`src/led_ctrl_map.svh`:
```
// register offsets, field positions, reset values and timing for the LED block
`ifndef LED_CTRL_MAP_SVH
`define LED_CTRL_MAP_SVH

`define SLOW_LOW_ADDR        16'hA82A
`define SLOW_HIGH_ADDR       16'hA82B
`define FUNC_CTRL_ADDR       16'hA83B
`define SRC_STATUS_ADDR      16'hA83C
`define SRC_STATUS_HIGH_ADDR 16'hA83D
`define STRETCH_CTRL_ADDR    16'hA8EC
`define BLINK_BASE_ADDR      16'hA820
`define MASK_BASE_ADDR       16'hA828

`define FUNC_CTRL_RESET      16'h4924
`define SLOW_HIGH_RESET      8'hFF
`define SLOW_LOW_RESET       16'hFFFF
`define BLINK_RESET          4'h4

`define FIRST_DISABLE_BIT    2
`define SECOND_DISABLE_BIT   5
`define GATE_BIT             15
`define STRETCH_LSB          5
`define SRC_TEN_GIG_BIT      7
`define SRC_LED_ON_BIT       5
`define SRC_TX_BIT           2
`define SRC_RX_BIT           1
`define SRC_FIVE_G_BIT       3
`define SRC_TWO_HALF_G_BIT   2

`define CLK_PERIOD_NS        100
`define SLOW_UNIT_NS         10
`define SLOW_STEP            (`CLK_PERIOD_NS / `SLOW_UNIT_NS)

`endif

```
`src/led_ctrl_pkg.sv`:
```
// types shared by the LED controller files
package led_ctrl_pkg;
    typedef enum logic [1:0]
    {
        LED_OFF        = 2'b00,
        LED_BLINK      = 2'b01,
        LED_STEADY     = 2'b10,
        LED_OPEN_DRAIN = 2'b11
    } led_mode_type;
endpackage

```
`src/led_channel.sv`:
```
// one LED pin: stretch, blink phase and function select
`timescale 1ns/1ps
`include "led_ctrl_map.svh"
module led_channel
(
    input  wire logic                      clk,
    input  wire logic                      rst_n,
    input  wire logic                      src,
    input  wire led_ctrl_pkg::led_mode_type mode,
    input  wire logic                      disable_out,
    input  wire logic                      stretch_en,
    input  wire logic [3:0]                blink_len,
    input  wire logic                      slow_tick,
    output logic                           pin_out,
    output logic                           pin_oe_n
);
    logic [3:0] stretch_cnt_reg;
    logic [3:0] phase_cnt_reg;
    logic       phase_on_reg;
    logic       active;

    always_ff @(posedge clk)
    begin
        if (!rst_n)
            stretch_cnt_reg <= 4'h0;
        else if (src)
            stretch_cnt_reg <= blink_len;
        else if (slow_tick && stretch_cnt_reg != 4'h0)
            stretch_cnt_reg <= stretch_cnt_reg - 4'h1;
    end

    assign active = src | (stretch_en & (stretch_cnt_reg != 4'h0));

    // each phase lasts blink_len slow ticks
    // toggle while active, restart lit when idle
    always_ff @(posedge clk)
    begin
        if (!rst_n || !active)
        begin
            phase_on_reg  <= 1'b1;
            phase_cnt_reg <= blink_len;
        end
        else if (slow_tick)
        begin
            // a zero length is treated as one tick, never a stuck phase
            if (phase_cnt_reg <= 4'h1)
            begin
                phase_on_reg  <= ~phase_on_reg;
                phase_cnt_reg <= blink_len;
            end
            else
                phase_cnt_reg <= phase_cnt_reg - 4'h1;
        end
    end

    always_ff @(posedge clk)
    begin
        if (!rst_n)
        begin
            pin_out  <= 1'b0;
            pin_oe_n <= 1'b1;
        end
        else
        begin
            unique case (mode)
                led_ctrl_pkg::LED_OFF:
                begin
                    pin_out  <= 1'b0;
                    pin_oe_n <= disable_out;
                end
                led_ctrl_pkg::LED_BLINK:
                begin
                    pin_out  <= active & phase_on_reg;
                    pin_oe_n <= disable_out;
                end
                led_ctrl_pkg::LED_STEADY:
                begin
                    pin_out  <= active;
                    pin_oe_n <= disable_out;
                end
                // open drain: pull low when lit, release otherwise
                led_ctrl_pkg::LED_OPEN_DRAIN:
                begin
                    pin_out  <= 1'b0;
                    pin_oe_n <= disable_out | ~active;
                end
            endcase
        end
    end
endmodule // led_channel

```
`src/led_status_ctrl.sv`:
```
// status LED controller: registers, slow clock and two LED pins
//
// What this block does
// - second LED disable bit, resets to one
// - function codes: off, blink, open-drain
// - code 10 lights LED while source active
// - first LED disable at bit 2, resets one
// - source bit 7 shows 10G copper link
// - bits 4:3 show 1G or 100M link
// - bit 15 gates RX/TX activity into sources
// - high source bits show 5G and 2.5G
// - stretch enables lengthen each LED's source
// - slow clock period is count plus one
// - blink count sets on and off length
// - per-LED mask bits enable status sources
`timescale 1ns/1ps
`include "led_ctrl_map.svh"
module led_status_ctrl
#(
    parameter int LED_COUNT = 2
)
(
    input  wire logic        CLK,
    input  wire logic        RST_N,
    input  wire logic [15:0] REG_ADDR,
    input  wire logic        REG_WR,
    input  wire logic [15:0] REG_WDATA,
    input  wire logic        REG_RD,
    output logic      [15:0] REG_RDATA,
    input  wire logic        LINK_TEN_GIG_UP,
    input  wire logic [1:0]  LINK_STATE,
    input  wire logic        LINK_FIVE_GIG_UP,
    input  wire logic        LINK_TWO_HALF_GIG_UP,
    input  wire logic        RX_ACTIVITY,
    input  wire logic        TX_ACTIVITY,
    output logic             FIRST_LED_OUT,
    output logic             FIRST_LED_OE_N,
    output logic             SECOND_LED_OUT,
    output logic             SECOND_LED_OE_N
);
    localparam logic [24:0] SLOW_STEP = 25'(`SLOW_STEP);

    logic [15:0] func_ctrl_reg;
    logic [15:0] stretch_ctrl_reg;
    logic [7:0]  slow_high_reg;
    logic [15:0] slow_low_reg;
    logic [15:0] src_status_reg;
    logic [15:0] src_status_high_reg;
    logic [24:0] slow_acc_reg;
    logic [24:0] slow_acc_next;
    logic [24:0] slow_period;
    logic        slow_tick_reg;
    logic [3:0]  blink_reg [LED_COUNT];
    logic [15:0] mask_reg  [LED_COUNT];
    logic [LED_COUNT-1:0] led_src;
    logic [LED_COUNT-1:0] pin_out;
    logic [LED_COUNT-1:0] pin_oe_n;

    always_ff @(posedge CLK)
    begin
        if (!RST_N)
            func_ctrl_reg <= `FUNC_CTRL_RESET;
        else if (REG_WR && REG_ADDR == `FUNC_CTRL_ADDR)
            func_ctrl_reg <= REG_WDATA;
    end

    // reserved stretch bits kept as written
    always_ff @(posedge CLK)
    begin
        if (!RST_N)
            stretch_ctrl_reg <= 16'h0000;
        else if (REG_WR && REG_ADDR == `STRETCH_CTRL_ADDR)
            stretch_ctrl_reg <= REG_WDATA;
    end

    always_ff @(posedge CLK)
    begin
        if (!RST_N)
        begin
            slow_high_reg <= `SLOW_HIGH_RESET;
            slow_low_reg  <= `SLOW_LOW_RESET;
        end
        else if (REG_WR && REG_ADDR == `SLOW_HIGH_ADDR)
            slow_high_reg <= REG_WDATA[7:0];
        else if (REG_WR && REG_ADDR == `SLOW_LOW_ADDR)
            slow_low_reg <= REG_WDATA;
    end

    // period in 10 ns units; each clock adds its own length
    assign slow_period   = {1'b0, slow_high_reg, slow_low_reg} + 25'h0000001;
    assign slow_acc_next = slow_acc_reg + SLOW_STEP;

    always_ff @(posedge CLK)
    begin
        if (!RST_N)
        begin
            slow_acc_reg  <= 25'h0000000;
            slow_tick_reg <= 1'b0;
        end
        else if (REG_WR && (REG_ADDR == `SLOW_HIGH_ADDR || REG_ADDR == `SLOW_LOW_ADDR))
        begin
            // restart on a new count: a shortened period would otherwise burst ticks
            slow_acc_reg  <= 25'h0000000;
            slow_tick_reg <= 1'b0;
        end
        else if (slow_acc_next >= slow_period)
        begin
            slow_acc_reg  <= slow_acc_next - slow_period;
            slow_tick_reg <= 1'b1;
        end
        else
        begin
            slow_acc_reg  <= slow_acc_next;
            slow_tick_reg <= 1'b0;
        end
    end

    always_ff @(posedge CLK)
    begin
        if (!RST_N)
        begin
            src_status_reg      <= 16'h0000;
            src_status_high_reg <= 16'h0000;
        end
        else
        begin
            src_status_reg <= 16'h0000;
            src_status_reg[`SRC_TEN_GIG_BIT] <= LINK_TEN_GIG_UP;
            src_status_reg[`SRC_LED_ON_BIT]  <= 1'b1;
            src_status_reg[4:3] <= LINK_STATE;
            // activity passes only when gated in
            src_status_reg[`SRC_TX_BIT] <= TX_ACTIVITY & stretch_ctrl_reg[`GATE_BIT];
            src_status_reg[`SRC_RX_BIT] <= RX_ACTIVITY & stretch_ctrl_reg[`GATE_BIT];
            src_status_high_reg <= 16'h0000;
            src_status_high_reg[`SRC_FIVE_G_BIT]     <= LINK_FIVE_GIG_UP;
            src_status_high_reg[`SRC_TWO_HALF_G_BIT] <= LINK_TWO_HALF_GIG_UP;
        end
    end

    genvar i;
    generate
        for (i = 0; i < LED_COUNT; i++)
        begin : g_led
            always_ff @(posedge CLK)
            begin
                if (!RST_N)
                begin
                    blink_reg[i] <= `BLINK_RESET;
                    mask_reg[i]  <= 16'h0000;
                end
                else if (REG_WR && REG_ADDR == `BLINK_BASE_ADDR + 16'(i))
                    blink_reg[i] <= REG_WDATA[3:0];
                else if (REG_WR && REG_ADDR == `MASK_BASE_ADDR + 16'(i))
                    mask_reg[i] <= REG_WDATA;
            end

            assign led_src[i] = |(mask_reg[i] & src_status_reg);

            led_channel u_channel
            (
                .clk         (CLK),
                .rst_n       (RST_N),
                .src         (led_src[i]),
                .mode        (led_ctrl_pkg::led_mode_type'(func_ctrl_reg[3*i+1 -: 2])),
                .disable_out (func_ctrl_reg[3*i+2]),
                .stretch_en  (stretch_ctrl_reg[`STRETCH_LSB+i]),
                .blink_len   (blink_reg[i]),
                .slow_tick   (slow_tick_reg),
                .pin_out     (pin_out[i]),
                .pin_oe_n    (pin_oe_n[i])
            );
        end
    endgenerate

    assign FIRST_LED_OUT   = pin_out[0];
    assign FIRST_LED_OE_N  = pin_oe_n[0];
    assign SECOND_LED_OUT  = pin_out[1];
    assign SECOND_LED_OE_N = pin_oe_n[1];

    // registered read; unmapped addresses read zero
    always_ff @(posedge CLK)
    begin
        if (!RST_N)
            REG_RDATA <= 16'h0000;
        else if (REG_RD)
        begin
            REG_RDATA <= 16'h0000;
            if (REG_ADDR == `FUNC_CTRL_ADDR)
                REG_RDATA <= func_ctrl_reg;
            else if (REG_ADDR == `STRETCH_CTRL_ADDR)
                REG_RDATA <= stretch_ctrl_reg;
            else if (REG_ADDR == `SRC_STATUS_ADDR)
                REG_RDATA <= src_status_reg;
            else if (REG_ADDR == `SRC_STATUS_HIGH_ADDR)
                REG_RDATA <= src_status_high_reg;
            else if (REG_ADDR == `SLOW_HIGH_ADDR)
                REG_RDATA <= {8'h00, slow_high_reg};
            else if (REG_ADDR == `SLOW_LOW_ADDR)
                REG_RDATA <= slow_low_reg;
            else
                for (int k = 0; k < LED_COUNT; k++)
                begin
                    if (REG_ADDR == `BLINK_BASE_ADDR + 16'(k))
                        REG_RDATA <= {12'h000, blink_reg[k]};
                    if (REG_ADDR == `MASK_BASE_ADDR + 16'(k))
                        REG_RDATA <= mask_reg[k];
                end
        end
    end
endmodule // led_status_ctrl

```
`config.mk`:
```
export PLATFORM = sky130hd
export DESIGN_NAME = led_status_ctrl
export DESIGN_NICKNAME = d
export VERILOG_FILES = /design/src/led_ctrl_pkg.sv /design/src/led_channel.sv /design/src/led_status_ctrl.sv
export VERILOG_INCLUDE_DIRS = /design/src /design/src/src
export SDC_FILE = /design/constraint.sdc
export NUM_CORES = 1
export LEC_CHECK = 0
export ABC_CLOCK_PERIOD_IN_PS = 9400
export BUFFER_PORTS_ARGS = -buffer_cell sky130_fd_sc_hd__buf_2
export CAP_MARGIN = 20
export CORE_MARGIN = 1
export CORE_UTILIZATION = 55
export CTS_BUF_LIST = sky130_fd_sc_hd__clkbuf_16
export CTS_CLUSTER_SIZE = 14
export DETAILED_ROUTE_END_ITERATION = 10
export GPL_ROUTABILITY_DRIVEN = 0
export GPL_TIMING_DRIVEN = 0
export PLACE_DENSITY_LB_ADDON = 0.2
export SLEW_MARGIN = 40
export SYNTH_ARGS = -nofsm -noshare
export SYNTH_HDL_FRONTEND = slang
export SYNTH_SLANG_ARGS = --single-unit
```
`constraint.sdc`:
```
create_clock -name CLK -period 9.4 [get_ports CLK]
set_clock_uncertainty 0.1 [all_clocks]
set_input_delay 1.41 -clock CLK [delete_from_list [all_inputs] [get_ports CLK]]
set_output_delay 1.41 -clock CLK [all_outputs]
set_load 0.01 [all_outputs]
```
After elaboration in Yosys (flattened, before gate mapping) --
Memories as Yosys holds them, arrays and structs flattened. Cells that the tools add are included.
Word-level totals: input bits 43, memories 2, output and inout bits 20, register bits after elaboration 152, RAM bits 40
Memories:
- mask_reg | words 2, width 16, rd ports 2, clocked after Yosys merged registers in 0, write ports 2, line led_status_ctrl.sv:54 | logic [15:0] mask_reg [LED_COUNT];
- blink_reg | words 2, width 4, rd ports 2, clocked after Yosys merged registers in 0, write ports 2, line led_status_ctrl.sv:53 | logic [3:0] blink_reg [LED_COUNT];
Operators by class: add/subtract/negate cells 7, equal/unequal tests 16, muxes and demuxes 46, $lt $le $gt $ge 3, reductions and logical operators 35, bitwise logic cells 22
Operator list (number):
- $mux W16 | 11
- $eq A16 B16 Y1 const B | 10
- $mux W4 | 13
- $and A16 B16 Y16 | 2
- $reduce_or A16 Y1 | 2
- $add A24 B1 Y25 const B | 1
- $add A25 B4 Y25 const B | 1
- $ge A25 B25 Y1 | 1
- $mux W25 | 1
- $sub A25 B25 Y25 | 1
- $mux W1 | 16
- $sub A4 B1 Y4 const B | 4
- $logic_and A1 B1 Y1 | 11
- $eq A2 B2 Y1 const B | 4
- $le A4 B1 Y1 const B | 2
- $or A1 B1 Y1 | 8
- $reduce_bool A2 Y1 | 4
- $reduce_bool A4 Y1 | 2
- $and A1 B1 Y1 | 6
- $mux W6 | 1
- $not A1 Y1 | 6
- $pmux W1 S3 | 2
- $reduce_and A2 Y1 | 3
- $reduce_or A2 Y1 | 3
- 6 further kinds | 14

Logic depth before layout (Yosys ltp) --
Gate-level depths: netlist of run 1.
depth after elaboration 11, gate-level depth with buffers 17, gate-level depth less buffers 16

Hierarchy --
A second synthesis of run 1 with hierarchy kept.
Unflattened totals: cells, all modules 1042, area total of the unflattened synthesis 9300.2 um2
Modules (own cells, without submodules):
- led_status_ctrl | sequential area each 3323.2 um2, cells each 908, area an instance 8064.0 um2, times used 1
- led_channel | sequential area each 260.2 um2, cells each 67, area an instance 618.1 um2, times used 2

Worst setup path before layout of run 1 --
OpenSTA, ideal clock, no wires.
kind in2reg, from input port REG_ADDR[9], to memory mask_reg[1][0], enable pin, slack 5512 ps, stages 7, arrival 3417 ps, library setup time 372 ps, path through or3_1 > or4_1 > clkbuf_1 > nor3_1 > clkbuf_1 > nand2_1 > nand2_1
RTL lines:
- from (decl) | line led_status_ctrl.sv:25 | input wire logic [15:0] REG_ADDR,
- to (decl) | line led_status_ctrl.sv:54

Final worst setup path of run 1 --
from register slow_acc_reg[1], to register slow_acc_reg[8]
On the way: cells in the longest elaborated chain, start to end 3, elaborated cells between the ends (all ways) 4, classes of those cells add/sub: 2; order compare: 1; mux: 1
Ends and longest elaborated chain:
- from (decl) | line led_status_ctrl.sv:49 | logic [24:0] slow_acc_reg;
- from (signal assigned) | line led_status_ctrl.sv:108 | slow_acc_reg <= slow_acc_next - slow_period;
- from (signal assigned) | line led_status_ctrl.sv:113 | slow_acc_reg <= slow_acc_next;
- $add A25 B4 Y25 (*) | line led_status_ctrl.sv:91 | assign slow_acc_next = slow_acc_reg + SLOW_STEP;
- $sub A25 B25 Y25 or $ge A25 B25 Y1 (tied branches) | line led_status_ctrl.sv:108, led_status_ctrl.sv:106
- $mux W25 (*) | line led_status_ctrl.sv:106 | else if (slow_acc_next >= slow_period)
Mark *: on every way between the ends. The rest lies on a longest branch, timed or not. A chain may end at the register's enable or synchronous reset.

==> reports/qor.yml, run 1 <==
pwr:
  p_int_mw: 1.281
  power_mw: 1.736
  share_comb_of_total_power: 0.155
  switching_share: 0.2621
  clkPwrFrac: 0.390
  leakage_nw: 4.489
  p_sw_uw: 455.0
  p_seq_frac: 0.454
  peakVddDrop_mv: 0.1446
  power-per-cell-area_nw_per_um2: 164.9
place:
  hpwlAfterDp_um: 18030
  dpl_worst_slack_ns: 4.833
  port_buffers: 61
  place_inst: 1343
  dpl_cell_area_um2: 9966
global_routing:
  overflow: 0
  grt_max_degree: 17
  track_usage: 0.2822
  antenna_found_initial: 1
  grt_pass1_wl_um: 38620
  grt_pass1_vias: 7474
synth:
  synth_edf_count: 48
  ys_async_sr_fraction: 0
  yosysTopAreaCell: "dfxtp_1"
  synth_seq_cells: 168
  yosysTopAreaCellShare: 0.2568
  ys_warn_count: 0
  ys.flop_type: "dfxtp_1"
  netlist_area_um2: 9354
  synthTopCellsByArea: "dfxtp_1 26%, edfxtp_1 15%, nand2_1 8.3%"
  syn_inst: 1062
  synth-seq-area-share: 0.4109
  syn-mean-instance-area_um2: 8.808
  synth_fp_nets: 1139
  yosysUniqueCellTypes: 65
floorplan:
  core_area_um2: 16580
  die_area_um2: 17530
  start_util: 0.5641
  rows: 47
  die_y_um: 132.4
  pin_count: 63
  die_x_um: 132.4
clocking:
  cts_resized: 0
  clockBufferDepth: 2
  hold_buffers: 0
  numClockSinks: 168
  post_cts_buffers: 0
  clk-insertion-delay-late_ns: 0.42
  root_buffer: "clkbuf_16"
  tritoncts: "built"
  cts_inserted_buffers: 17
  clk_pin_slew_worst_paths_ns: 0.06
  htree_levels: 4
drt:
  drc: 0
  num_vias: 7982
  drtIter0Drc: 665
  vias_per_cell: 5.805
  drt-total-wl_um: 24030
  ant_nets: 0
  wl_per_cell_um: 17.48
  firstDrtPassIters: 6
cells_and_area:
  instances_no_fill: 1375
  fillers: 1468
  antennaDiodeCount: 0
  largest_register_ffs: 32
  drive_gt1_frac: 0.1264
  final_area_um2: 10530
  utilization: 0.6348
  final_common_cell: "nand2_1"
  synthToLayoutAreaGrowth_pct: 12.55
  layout_common_cells: "208 x nand2_1, 120 x dfxtp_1, 72 x buf_2"
  fin_nets: 1219
sta:
  worst_slack_ns: 4.878
  clock.fmax_ghz: 0.2211
  min_period_ns: 4.522
  hold_slack_ns: 0.3570
  rsz0062_at_grt: "no"
  worstMarginPinSlew_ns: 0.7855
  tns_ns: 0
  slew_headroom: 0.4763
  period_share: 0.4811
  drv_slew: 0
  final_hold_viol_count: 0
  setup_viol: 0
critical_path:
  crit_fanout: 10
  cp.arrival_ns: 4.74
  endpoint_kind: "flip-flop"
  cp-start-kind: "flip-flop"
  crit_chain: "ha_1 > o21bai_1 > nor2_1 > nand2_1 > nor2_1 > xor2_1 > ha_1 > and2_1 > a31oi_1 > a21oi_1 > nor4_1 > nand2_1 > a211oi_1 > buf_2 > mux2i_1 > nor2_1"
  crit_required_ns: 9.62
  slowest_stage: "nor2_1"
  critical_path_class: "reg -> reg"
  cp_slowest_stage_delay_ns: 0.44
  crit_top_cell: "nor2_1"
run:
  drv_cap: 0
run_status:
  status: "finished clean"
hold_path:
  hold_class: "reg -> reg"
Yosys cell counts (all sizes together), types with 8 or more instances:
master    n
inv      22
nand3    42
edfxtp   48
buf      19
ha       33
and2     53
xnor2    41
dfxtp   120
nor3     15
nand4    11
a21oi    40
a221oi   17
and3     18
o211ai    8
mux2i    29
a21o      8
nor2     60
nand2b   10
clkbuf   25
o21ai    65
a21boi   27
nor2b    11
nand2   209
nor4      8
xor2     31
per-layer routing:
layer,global-route usage,vias up,wire [um]
met5,0,-,13
met4,0.1028,2,541
met3,0.05057,52,1392
met2,0.4605,265,11370
met1,0.3746,3740,10710
li1,-,3923,-
power by group through the flow:
stage / clock network (mW) / logic, mW / registers, mW
after global placement: 0 / 0.263 / 0.803
after global routing: 0.715 / 0.298 / 0.791
after CTS: 0.682 / 0.269 / 0.788
after floorplan: 0 / 0.200 / 0.800
after detailed placement: 0 / 0.266 / 0.804
final: 0.677 / 0.270 / 0.789
worst paths after layout:
| path | startpoint | endpoint | slack (ns) | cells after the start |
|---|---|---|---|---|
| worst min register to register | func_ctrl_reg[9] | func_ctrl_reg[9] | 0.36 | 2 |
| worst max-delay path | slow_acc_reg[1] | slow_acc_reg[8] | 4.88 | 16 |
| worst max register to register | slow_acc_reg[1] | slow_acc_reg[8] | 4.88 | 16 |
| worst min-delay path | func_ctrl_reg[9] | func_ctrl_reg[9] | 0.36 | 2 |
worst max-delay path, delay by kind of cell, from the launching register on:
family / cells / cell delay (ns)
buf+inv: 1 / 0.39
xor+xnor: 1 / 0.28
simple gates: 7 / 1.42
mux: 1 / 0.25
flops: 1 / 0.43
fa+ha+maj: 2 / 0.62
compound gates: 4 / 0.91
cells by family after synthesis:
| logic type | synth area share |
|---|---|
| AO/OA/AOI/OAI | 0.1541 |
| multiplexers | 0.03826 |
| buffers and inverters | 0.03638 |
| AND/OR/NAND/NOR | 0.2467 |
| adder cells (fa/ha/maj) | 0.04628 |
| XOR/XNOR | 0.06742 |
| flip-flops | 0.4109 |
cell type report:
cell class | count | area, um2 | share of cell area
Sequential cell | 168 | 3844 | 0.3651
Multi-Input combinational cell | 828 | 5201 | 0.4941
Inverter | 22 | 82.58 | 0.007844
Tap cell | 220 | 275.3 | 0.02615
Timing Repair Buffer | 61 | 305.3 | 0.02900
Buffer | 44 | 257.7 | 0.02448
Clock buffer | 17 | 425.4 | 0.04041
Clock inverter | 15 | 136.4 | 0.01295
No activity file was read; power rests on OpenSTA's default activity.
==> run 2, diff against run 1 <==
--- a/config.mk
+++ b/config.mk
@@ -6,7 +6,7 @@
 export SDC_FILE = /design/constraint.sdc
 export NUM_CORES = 1
 export LEC_CHECK = 0
-export ABC_CLOCK_PERIOD_IN_PS = 9400
+export ABC_CLOCK_PERIOD_IN_PS = 4000
 export BUFFER_PORTS_ARGS = -buffer_cell sky130_fd_sc_hd__buf_2
 export CAP_MARGIN = 20
 export CORE_MARGIN = 1
==> constraint.sdc (replaced) <==
create_clock -name CLK -period 4 [get_ports CLK]
set_clock_uncertainty 0.1 [all_clocks]
set_input_delay 0.6 -clock CLK [delete_from_list [all_inputs] [get_ports CLK]]
set_output_delay 0.6 -clock CLK [all_outputs]
set_load 0.01 [all_outputs]
==> run 2 against run 1 <==
Compared with the run above: total power increased by 140%; utilization increased by 2.2 points; sequential power increased by 140%; sequential cell count unchanged; count of clock-buffer cells in the layout unchanged; routed wire length increased by 2.9%; die area unchanged; critical path type unchanged.
==> reports/qor.yml, run 2 (synthesis gave the netlist of run 1 again) <==
sta:
  clock.fmax_ghz: 0.2567  # was 0.2211 GHz
  drv_slew: 0  # unchanged
  period_share: 0.9739  # was 0.4811
  min_period_ns: 3.896  # was 4.522 ns
  tns_ns: 0  # unchanged
  final_hold_viol_count: 0  # unchanged
  hold_slack_ns: 0.2766  # was 0.3570 ns
  worstMarginPinSlew_ns: 0.8187  # was 0.7855 ns
  slew_headroom: 0.4542  # was 0.4763
  setup_viol: 0  # unchanged
global_routing:
  track_usage: 0.2835  # was 0.2822
  grt_pass1_wl_um: 38820  # was 38,620 um
  overflow: 0  # unchanged
  grt_pass1_vias: 7504  # was 7,474
  grt_max_degree: 17  # unchanged
  antenna_found_initial: 1  # unchanged
hold_path:
  holdCritStartpoint: "RST_N"  # was func_ctrl_reg[9]
  hold_class: "in -> reg"  # was reg -> reg
cells_and_area:
  drive_gt1_frac: 0.1757  # was 0.1264
  largest_register_ffs: 32  # unchanged
  fillers: 1426  # was 1,468
  final_area_um2: 10890  # was 10,530 um2
  layout_common_cells: "205 x nand2_1, 106 x dfxtp_1, 69 x buf_2"  # was 208 x nand2_1, 120 x dfxtp_1, 72 x buf_2
  synthToLayoutAreaGrowth_pct: 16.43  # was 12.55%
  utilization: 0.6567  # was 0.6348
  fin_nets: 1231  # was 1,219
  final_common_cell: "nand2_1"  # unchanged
  antennaDiodeCount: 0  # unchanged
critical_path:
  cp_num_buf_inv: 1  # unchanged
  cp_slowest_stage_delay_ns: 0.47  # was 0.44 ns
  crit_required_ns: 4.20  # was 9.62 ns
  cp-start-kind: "flip-flop"  # unchanged
  cp.arrival_ns: 4.09  # was 4.74 ns
  cp_top_family: "simple AND/OR/NAND/NOR gates"  # unchanged
  slowest_stage: "a211oi_4"  # was nor2_1
  critical_path_class: "reg -> reg"  # unchanged
  crit_chain: "nand3_2 > o21bai_2 > nor2_4 > nand2_2 > nor2_2 > xor2_2 > ha_1 > and2_1 > a31oi_4 > a21oi_2 > nor4_1 > nand2_1 > a211oi_4 > buf_6 > mux2i_1 > nor2_1"  # was ha_1 > o21bai_1 > nor2_1 > nand2_1 > nor2_1 > xor2_1 > ha_1 > and2_1 > a31oi_1 > a21oi_1 > nor4_1 > nand2_1 > a211oi_1 > buf_2 > mux2i_1 > nor2_1
  endpoint_kind: "flip-flop"  # unchanged
  crit_fanout: 6  # was 10
  worstReg2RegStart: "slow_acc_reg[6]"  # was slow_acc_reg[1]
  startpoint: "slow_acc_reg[6]"  # was slow_acc_reg[1]
clocking:
  hold_buffers: 0  # unchanged
  cts_inserted_buffers: 17  # unchanged
  clk_pin_slew_worst_paths_ns: 0.06  # about the same
  root_buffer: "clkbuf_16"  # unchanged
  clk-insertion-delay-late_ns: 0.42  # about the same
  numClockSinks: 168  # unchanged
  tritoncts: "built"  # unchanged
  clockBufferDepth: 2  # unchanged
  htree_levels: 4  # unchanged
drt:
  wl_per_cell_um: 17.83  # was 17.48 um
  drc: 0  # unchanged
  ant_nets: 0  # unchanged
  firstDrtPassIters: 7  # was 6
  num_vias: 8058  # was 7,982
  drtIter0Drc: 702  # was 665
  vias_per_cell: 5.810  # was 5.805
  drt-total-wl_um: 24740  # was 24,030 um
place:
  hpwlAfterDp_um: 18030  # unchanged
  dpl_cell_area_um2: 9966  # unchanged
  port_buffers: 61  # unchanged
floorplan:
  die_x_um: 132.4  # unchanged
  die_area_um2: 17530  # unchanged
  start_util: 0.5641  # unchanged
  rows: 47  # unchanged
  die_y_um: 132.4  # unchanged
  core_area_um2: 16580  # unchanged
  pin_count: 63  # unchanged
pwr:
  clkPwrFrac: 0.388  # was 0.390
  peakVddDrop_mv: 0.3485  # was 0.1446 mV
  switching_share: 0.2625  # was 0.2621
  power_mw: 4.086  # was 1.736 mW
  leakage_nw: 4.629  # was 4.489 nW
  share_comb_of_total_power: 0.158  # was 0.155
  p_int_mw: 3.013  # was 1.281 mW
  p_seq_frac: 0.454  # about the same
  p_sw_mw: 1.072  # was 455.0 uW
  power-per-cell-area_nw_per_um2: 375.2  # was 164.9 nW/um2
run_status:
  status: "finished clean"  # unchanged
run:
  drv_cap: 0  # unchanged
-- run 2: final cells by class --
cell class / count / area (um2) / share of cell area
Buffer: 43 / 272.8 / 0.02505
Clock buffer: 17 / 425.4 / 0.03906
Clock inverter: 15 / 136.4 / 0.01252
Inverter: 22 / 82.58 / 0.007583
Multi-Input combinational cell: 828 / 5420 / 0.4977
Sequential cell: 168 / 3864 / 0.3548
Tap cell: 220 / 275.3 / 0.02528
Timing Repair Buffer: 74 / 414.1 / 0.03803
-- run 2: stage by stage --
stage / std cells / setup slack, ns
after floorplan: 1062 / 0.4656
final: 1387 / 0.1043
after global placement: 1343 / -0.3726
after detailed placement: 1343 / -0.4707
after CTS: 1375 / -0.004251
after global routing: 1387 / -0.05624
-- run 2: final timing paths --
check | to | cells past startpoint | slack (ns)
max | slow_acc_reg[2] | 16 | 0.10
min | src_status_reg[5] | 1 | 0.28
max reg2reg | slow_acc_reg[2] | 16 | 0.10
min reg2reg | func_ctrl_reg[9] | 2 | 0.36
-- run 2: worst reg2reg max path, stage by stage (launching register included) --
cell and delay, ns:
dfxtp_1 0.37, nand3_2 0.14, o21bai_2 0.26, nor2_4 0.19, nand2_2 0.12, nor2_2 0.16
xor2_2 0.22, ha_1 0.31, and2_1 0.22, a31oi_4 0.20, a21oi_2 0.09, nor4_1 0.30
nand2_1 0.15, a211oi_4 0.47, buf_6 0.20, mux2i_1 0.22, nor2_1 0.06
-- run 2: per-layer routing --
| layer | global-route usage | share of wire | up-vias |
|---|---|---|---|
| met1 | 0.3762 | 0.44 | 3803 |
| li1 | - | - | 3945 |
| met3 | 0.05057 | 0.061 | 44 |
| met4 | 0.1028 | 0.023 | 0 |
| met5 | 0 | 0 | - |
| met2 | 0.4635 | 0.48 | 266 |
-- run 2: timing repair --
action                     4_1_cts  5_1_grt
gates resized for setup         12       58
setup endpoints to repair       26       26
buffers inserted                 0       11
pin swaps                        1       19
cloned                           0        2
-- run 2: power by group through the flow --
| stage | logic (mW) | clock network (mW) | registers, mW |
|---|---|---|---|
| 2_1_floorplan | 0.469 | 0 | 1.88 |
| 3_5_place_dp | 0.626 | 0 | 1.89 |
| 5_1_grt | 0.711 | 1.68 | 1.86 |
| 4_1_cts | 0.635 | 1.60 | 1.85 |
| 3_3_place_gp | 0.618 | 0 | 1.89 |
| 6_report | 0.646 | 1.58 | 1.86 |
==> run 3, diff against run 2 <==
--- a/config.mk
+++ b/config.mk
@@ -9,8 +9,9 @@
 export ABC_CLOCK_PERIOD_IN_PS = 4000
 export BUFFER_PORTS_ARGS = -buffer_cell sky130_fd_sc_hd__buf_2
 export CAP_MARGIN = 20
+export CORE_ASPECT_RATIO = 0.75
 export CORE_MARGIN = 1
-export CORE_UTILIZATION = 55
+export CORE_UTILIZATION = 40
 export CTS_BUF_LIST = sky130_fd_sc_hd__clkbuf_16
 export CTS_CLUSTER_SIZE = 14
 export DETAILED_ROUTE_END_ITERATION = 10
==> run 3 against run 2 <==
Compared with the run above: fmax up 1.1%; utilization decreased by 18 points; via count is 0.57% higher; clock power rose by 5%; critical path type unchanged; critical endpoint is now slow_acc_reg[8]; largest cell class unchanged.
==> reports/qor.yml, run 3 (synthesis gave the netlist of run 1 again) <==
run_status:
  status: "finished clean"  # unchanged
global_routing:
  grt_max_degree: 17  # unchanged
  overflow: 0  # unchanged
  grt_pass1_vias: 7276  # was 7,504
  grt_pass1_wl_um: 41690  # was 38,820 um
  antenna_found_initial: 0  # was 1
  track_usage: 0.2294  # was 0.2835
critical_path:
  slowest_stage: "a211oi_4"  # unchanged
  r2r_cells: 15  # was 16
  r2r-end: "slow_acc_reg[8]"  # was slow_acc_reg[2]
  r2r_slack_ns: 0.15  # was 0.10 ns
  worstReg2RegStart: "slow_acc_reg[8]"  # was slow_acc_reg[6]
  critical_path_class: "reg -> reg"  # unchanged
  crit_top_cell: "nand2_1"
  crit_required_ns: 4.22  # was 4.20 ns
  crit_fanout: 6  # unchanged
  cp-start-kind: "flip-flop"  # unchanged
  crit_chain: "nand4_1 > nor3_4 > and2_4 > nand2_1 > xnor2_2 > ha_1 > or2_2 > a21oi_1 > a21oi_2 > nor4_2 > nand2_1 > a211oi_4 > buf_6 > mux2i_1 > nor2_1"  # was nand3_2 > o21bai_2 > nor2_4 > nand2_2 > nor2_2 > xor2_2 > ha_1 > and2_1 > a31oi_4 > a21oi_2 > nor4_1 > nand2_1 > a211oi_4 > buf_6 > mux2i_1 > nor2_1
  endpoint_kind: "flip-flop"  # unchanged
  cp_slowest_stage_delay_ns: 0.43  # was 0.47 ns
  cp.arrival_ns: 4.07  # was 4.09 ns
drt:
  num_vias: 8104  # was 8,058
  wl_per_cell_um: 18.53  # was 17.83 um
  drtIter0Drc: 658  # was 702
  drc: 0  # unchanged
  drt-total-wl_um: 27180  # was 24,740 um
  ant_nets: 0  # unchanged
  vias_per_cell: 5.524  # was 5.810
  firstDrtPassIters: 5  # was 7
sta:
  hold_slack_ns: 0.2702  # was 0.2766 ns
  worst_slack_ns: 0.1479  # was 0.1043 ns
  clock.fmax_ghz: 0.2596  # was 0.2567 GHz
  min_period_ns: 3.852  # was 3.896 ns
  drv_slew: 0  # unchanged
  worstMarginPinSlew_ns: 0.7813  # was 0.8187 ns
  tns_ns: 0  # unchanged
  period_share: 0.9630  # was 0.9739
  final_hold_viol_count: 0  # unchanged
  slew_headroom: 0.4748  # was 0.4542
  setup_viol: 0  # unchanged
cells_and_area:
  final_area_um2: 11010  # was 10,890 um2
  layout_common_cells: "205 x nand2_1, 106 x dfxtp_1, 69 x buf_2"  # unchanged
  synthToLayoutAreaGrowth_pct: 17.66  # was 16.43%
  largest_register_ffs: 32  # unchanged
  drive_gt1_frac: 0.1774  # was 0.1757
  fin_nets: 1232  # was 1,231
  final_common_cell: "nand2_1"  # unchanged
  instances_no_fill: 1467  # was 1,387
  antennaDiodeCount: 0  # unchanged
  utilization: 0.4785  # was 0.6567
pwr:
  power_mw: 4.177  # was 4.086 mW
  power-per-cell-area_nw_per_um2: 379.5  # was 375.2 nW/um2
  peakVddDrop_mv: 0.2830  # was 0.3485 mV
  leakage_nw: 4.632  # was 4.629 nW
hold_path:
  whs_path_depth: 2  # was 1
  hold_path_end: "src_status_reg[7]"  # was src_status_reg[5]
  holdCritStartpoint: "LINK_TEN_GIG_UP"  # was RST_N
  hold_class: "in -> reg"  # unchanged
floorplan:
  die_area_um2: 24010  # was 17,530 um2
  start_util: 0.4067  # was 0.5641
  die_y_um: 134.4  # was 132.4 um
  pin_count: 63  # unchanged
  core_area_um2: 23000  # was 16,580 um2
  rows: 48  # was 47
  die_x_um: 178.6  # was 132.4 um
place:
  dpl_worst_slack_ns: -0.4017  # was -0.4707 ns
  port_buffers: 61  # unchanged
  hpwlAfterDp_um: 20200  # was 18,030 um
  dpl_cell_area_um2: 10070  # was 9966 um2
  place_inst: 1423  # was 1,343
clocking:
  clockBufferDepth: 2  # unchanged
  root_buffer: "clkbuf_16"  # unchanged
  cts_inserted_buffers: 17  # unchanged
  tritoncts: "built"  # unchanged
  clk-insertion-delay-late_ns: 0.44  # was 0.42 ns
  clk_pin_slew_worst_paths_ns: 0.06  # about the same
  htree_levels: 4  # unchanged
  numClockSinks: 168  # unchanged
run:
  drv_cap: 0  # unchanged
run 3: cell types whose count changed in the layout (fill, tap and decap cells not counted), moves of 2 or more:
cell | before | now
buf_6 | 11 | 9
and3_1 | 17 | 14
xor2_1 | 27 | 29
and3_4 | 1 | 4
xor2_2 | 4 | 2
buf_4 | 13 | 15
inv_1 | 25 | 23
dfxtp_2 | 13 | 8
dfxtp_4 | 1 | 6
run 3: worst max-delay path, delay by kind of cell (launching register included):
family / cells / cell delay [ns]
compound gates: 3 / 0.69
xor+xnor: 1 / 0.15
fa+ha+maj: 1 / 0.35
buf+inv: 1 / 0.21
flops: 1 / 0.35
mux: 1 / 0.23
simple gates: 8 / 1.63
run 3: report_power, final:
part           leakage [nW]  total (mW)  switching (mW)  internal (mW)
Sequential             1.44        1.85          0.0461           1.81
Clock                 0.290        1.66           0.708          0.948
Combinational          2.90       0.667           0.373          0.294
run 3: area by class of cell:
type | instances | area [um2]
Buffer | 43 | 272.8
Clock buffer | 18 | 450.4
Clock inverter | 13 | 127.6
Fill cell | 2256 | 12000
Inverter | 22 | 82.58
Multi-Input combinational cell | 828 | 5406
Sequential cell | 168 | 3876
Tap cell | 300 | 375.4
Timing Repair Buffer | 75 | 414.1
run 3: timing repair:
action,in CTS,in global routing
cloned,0,2
setup endpoints to repair,26,26
pin swaps,1,15
gates resized for setup,19,53
buffers inserted,0,11
hold buffers,0,0
run 3: worst max path at each step:
stage | cells after the start | end | start
detailed placement | 16 | slow_acc_reg[8] | slow_acc_reg[1]
CTS | 14 | slow_acc_reg[19] | slow_low_reg[4]
global placement | 16 | slow_acc_reg[8] | slow_acc_reg[1]
finish | 15 | slow_acc_reg[8] | slow_acc_reg[8]
global route | 15 | slow_acc_reg[8] | slow_acc_reg[8]
floorplan | 17 | slow_acc_reg[10] | slow_low_reg[1]
run 3: layer usage:
| metal | part of all wire | vias to the layer above | GRT usage |
|---|---|---|---|
| li1 | - | 3952 | - |
| met1 | 0.51 | 3867 | 0.3577 |
| met2 | 0.41 | 262 | 0.3137 |
| met3 | 0.070 | 23 | 0.04904 |
| met4 | 0.012 | 0 | 0.05508 |
| met5 | 0 | - | 0 |
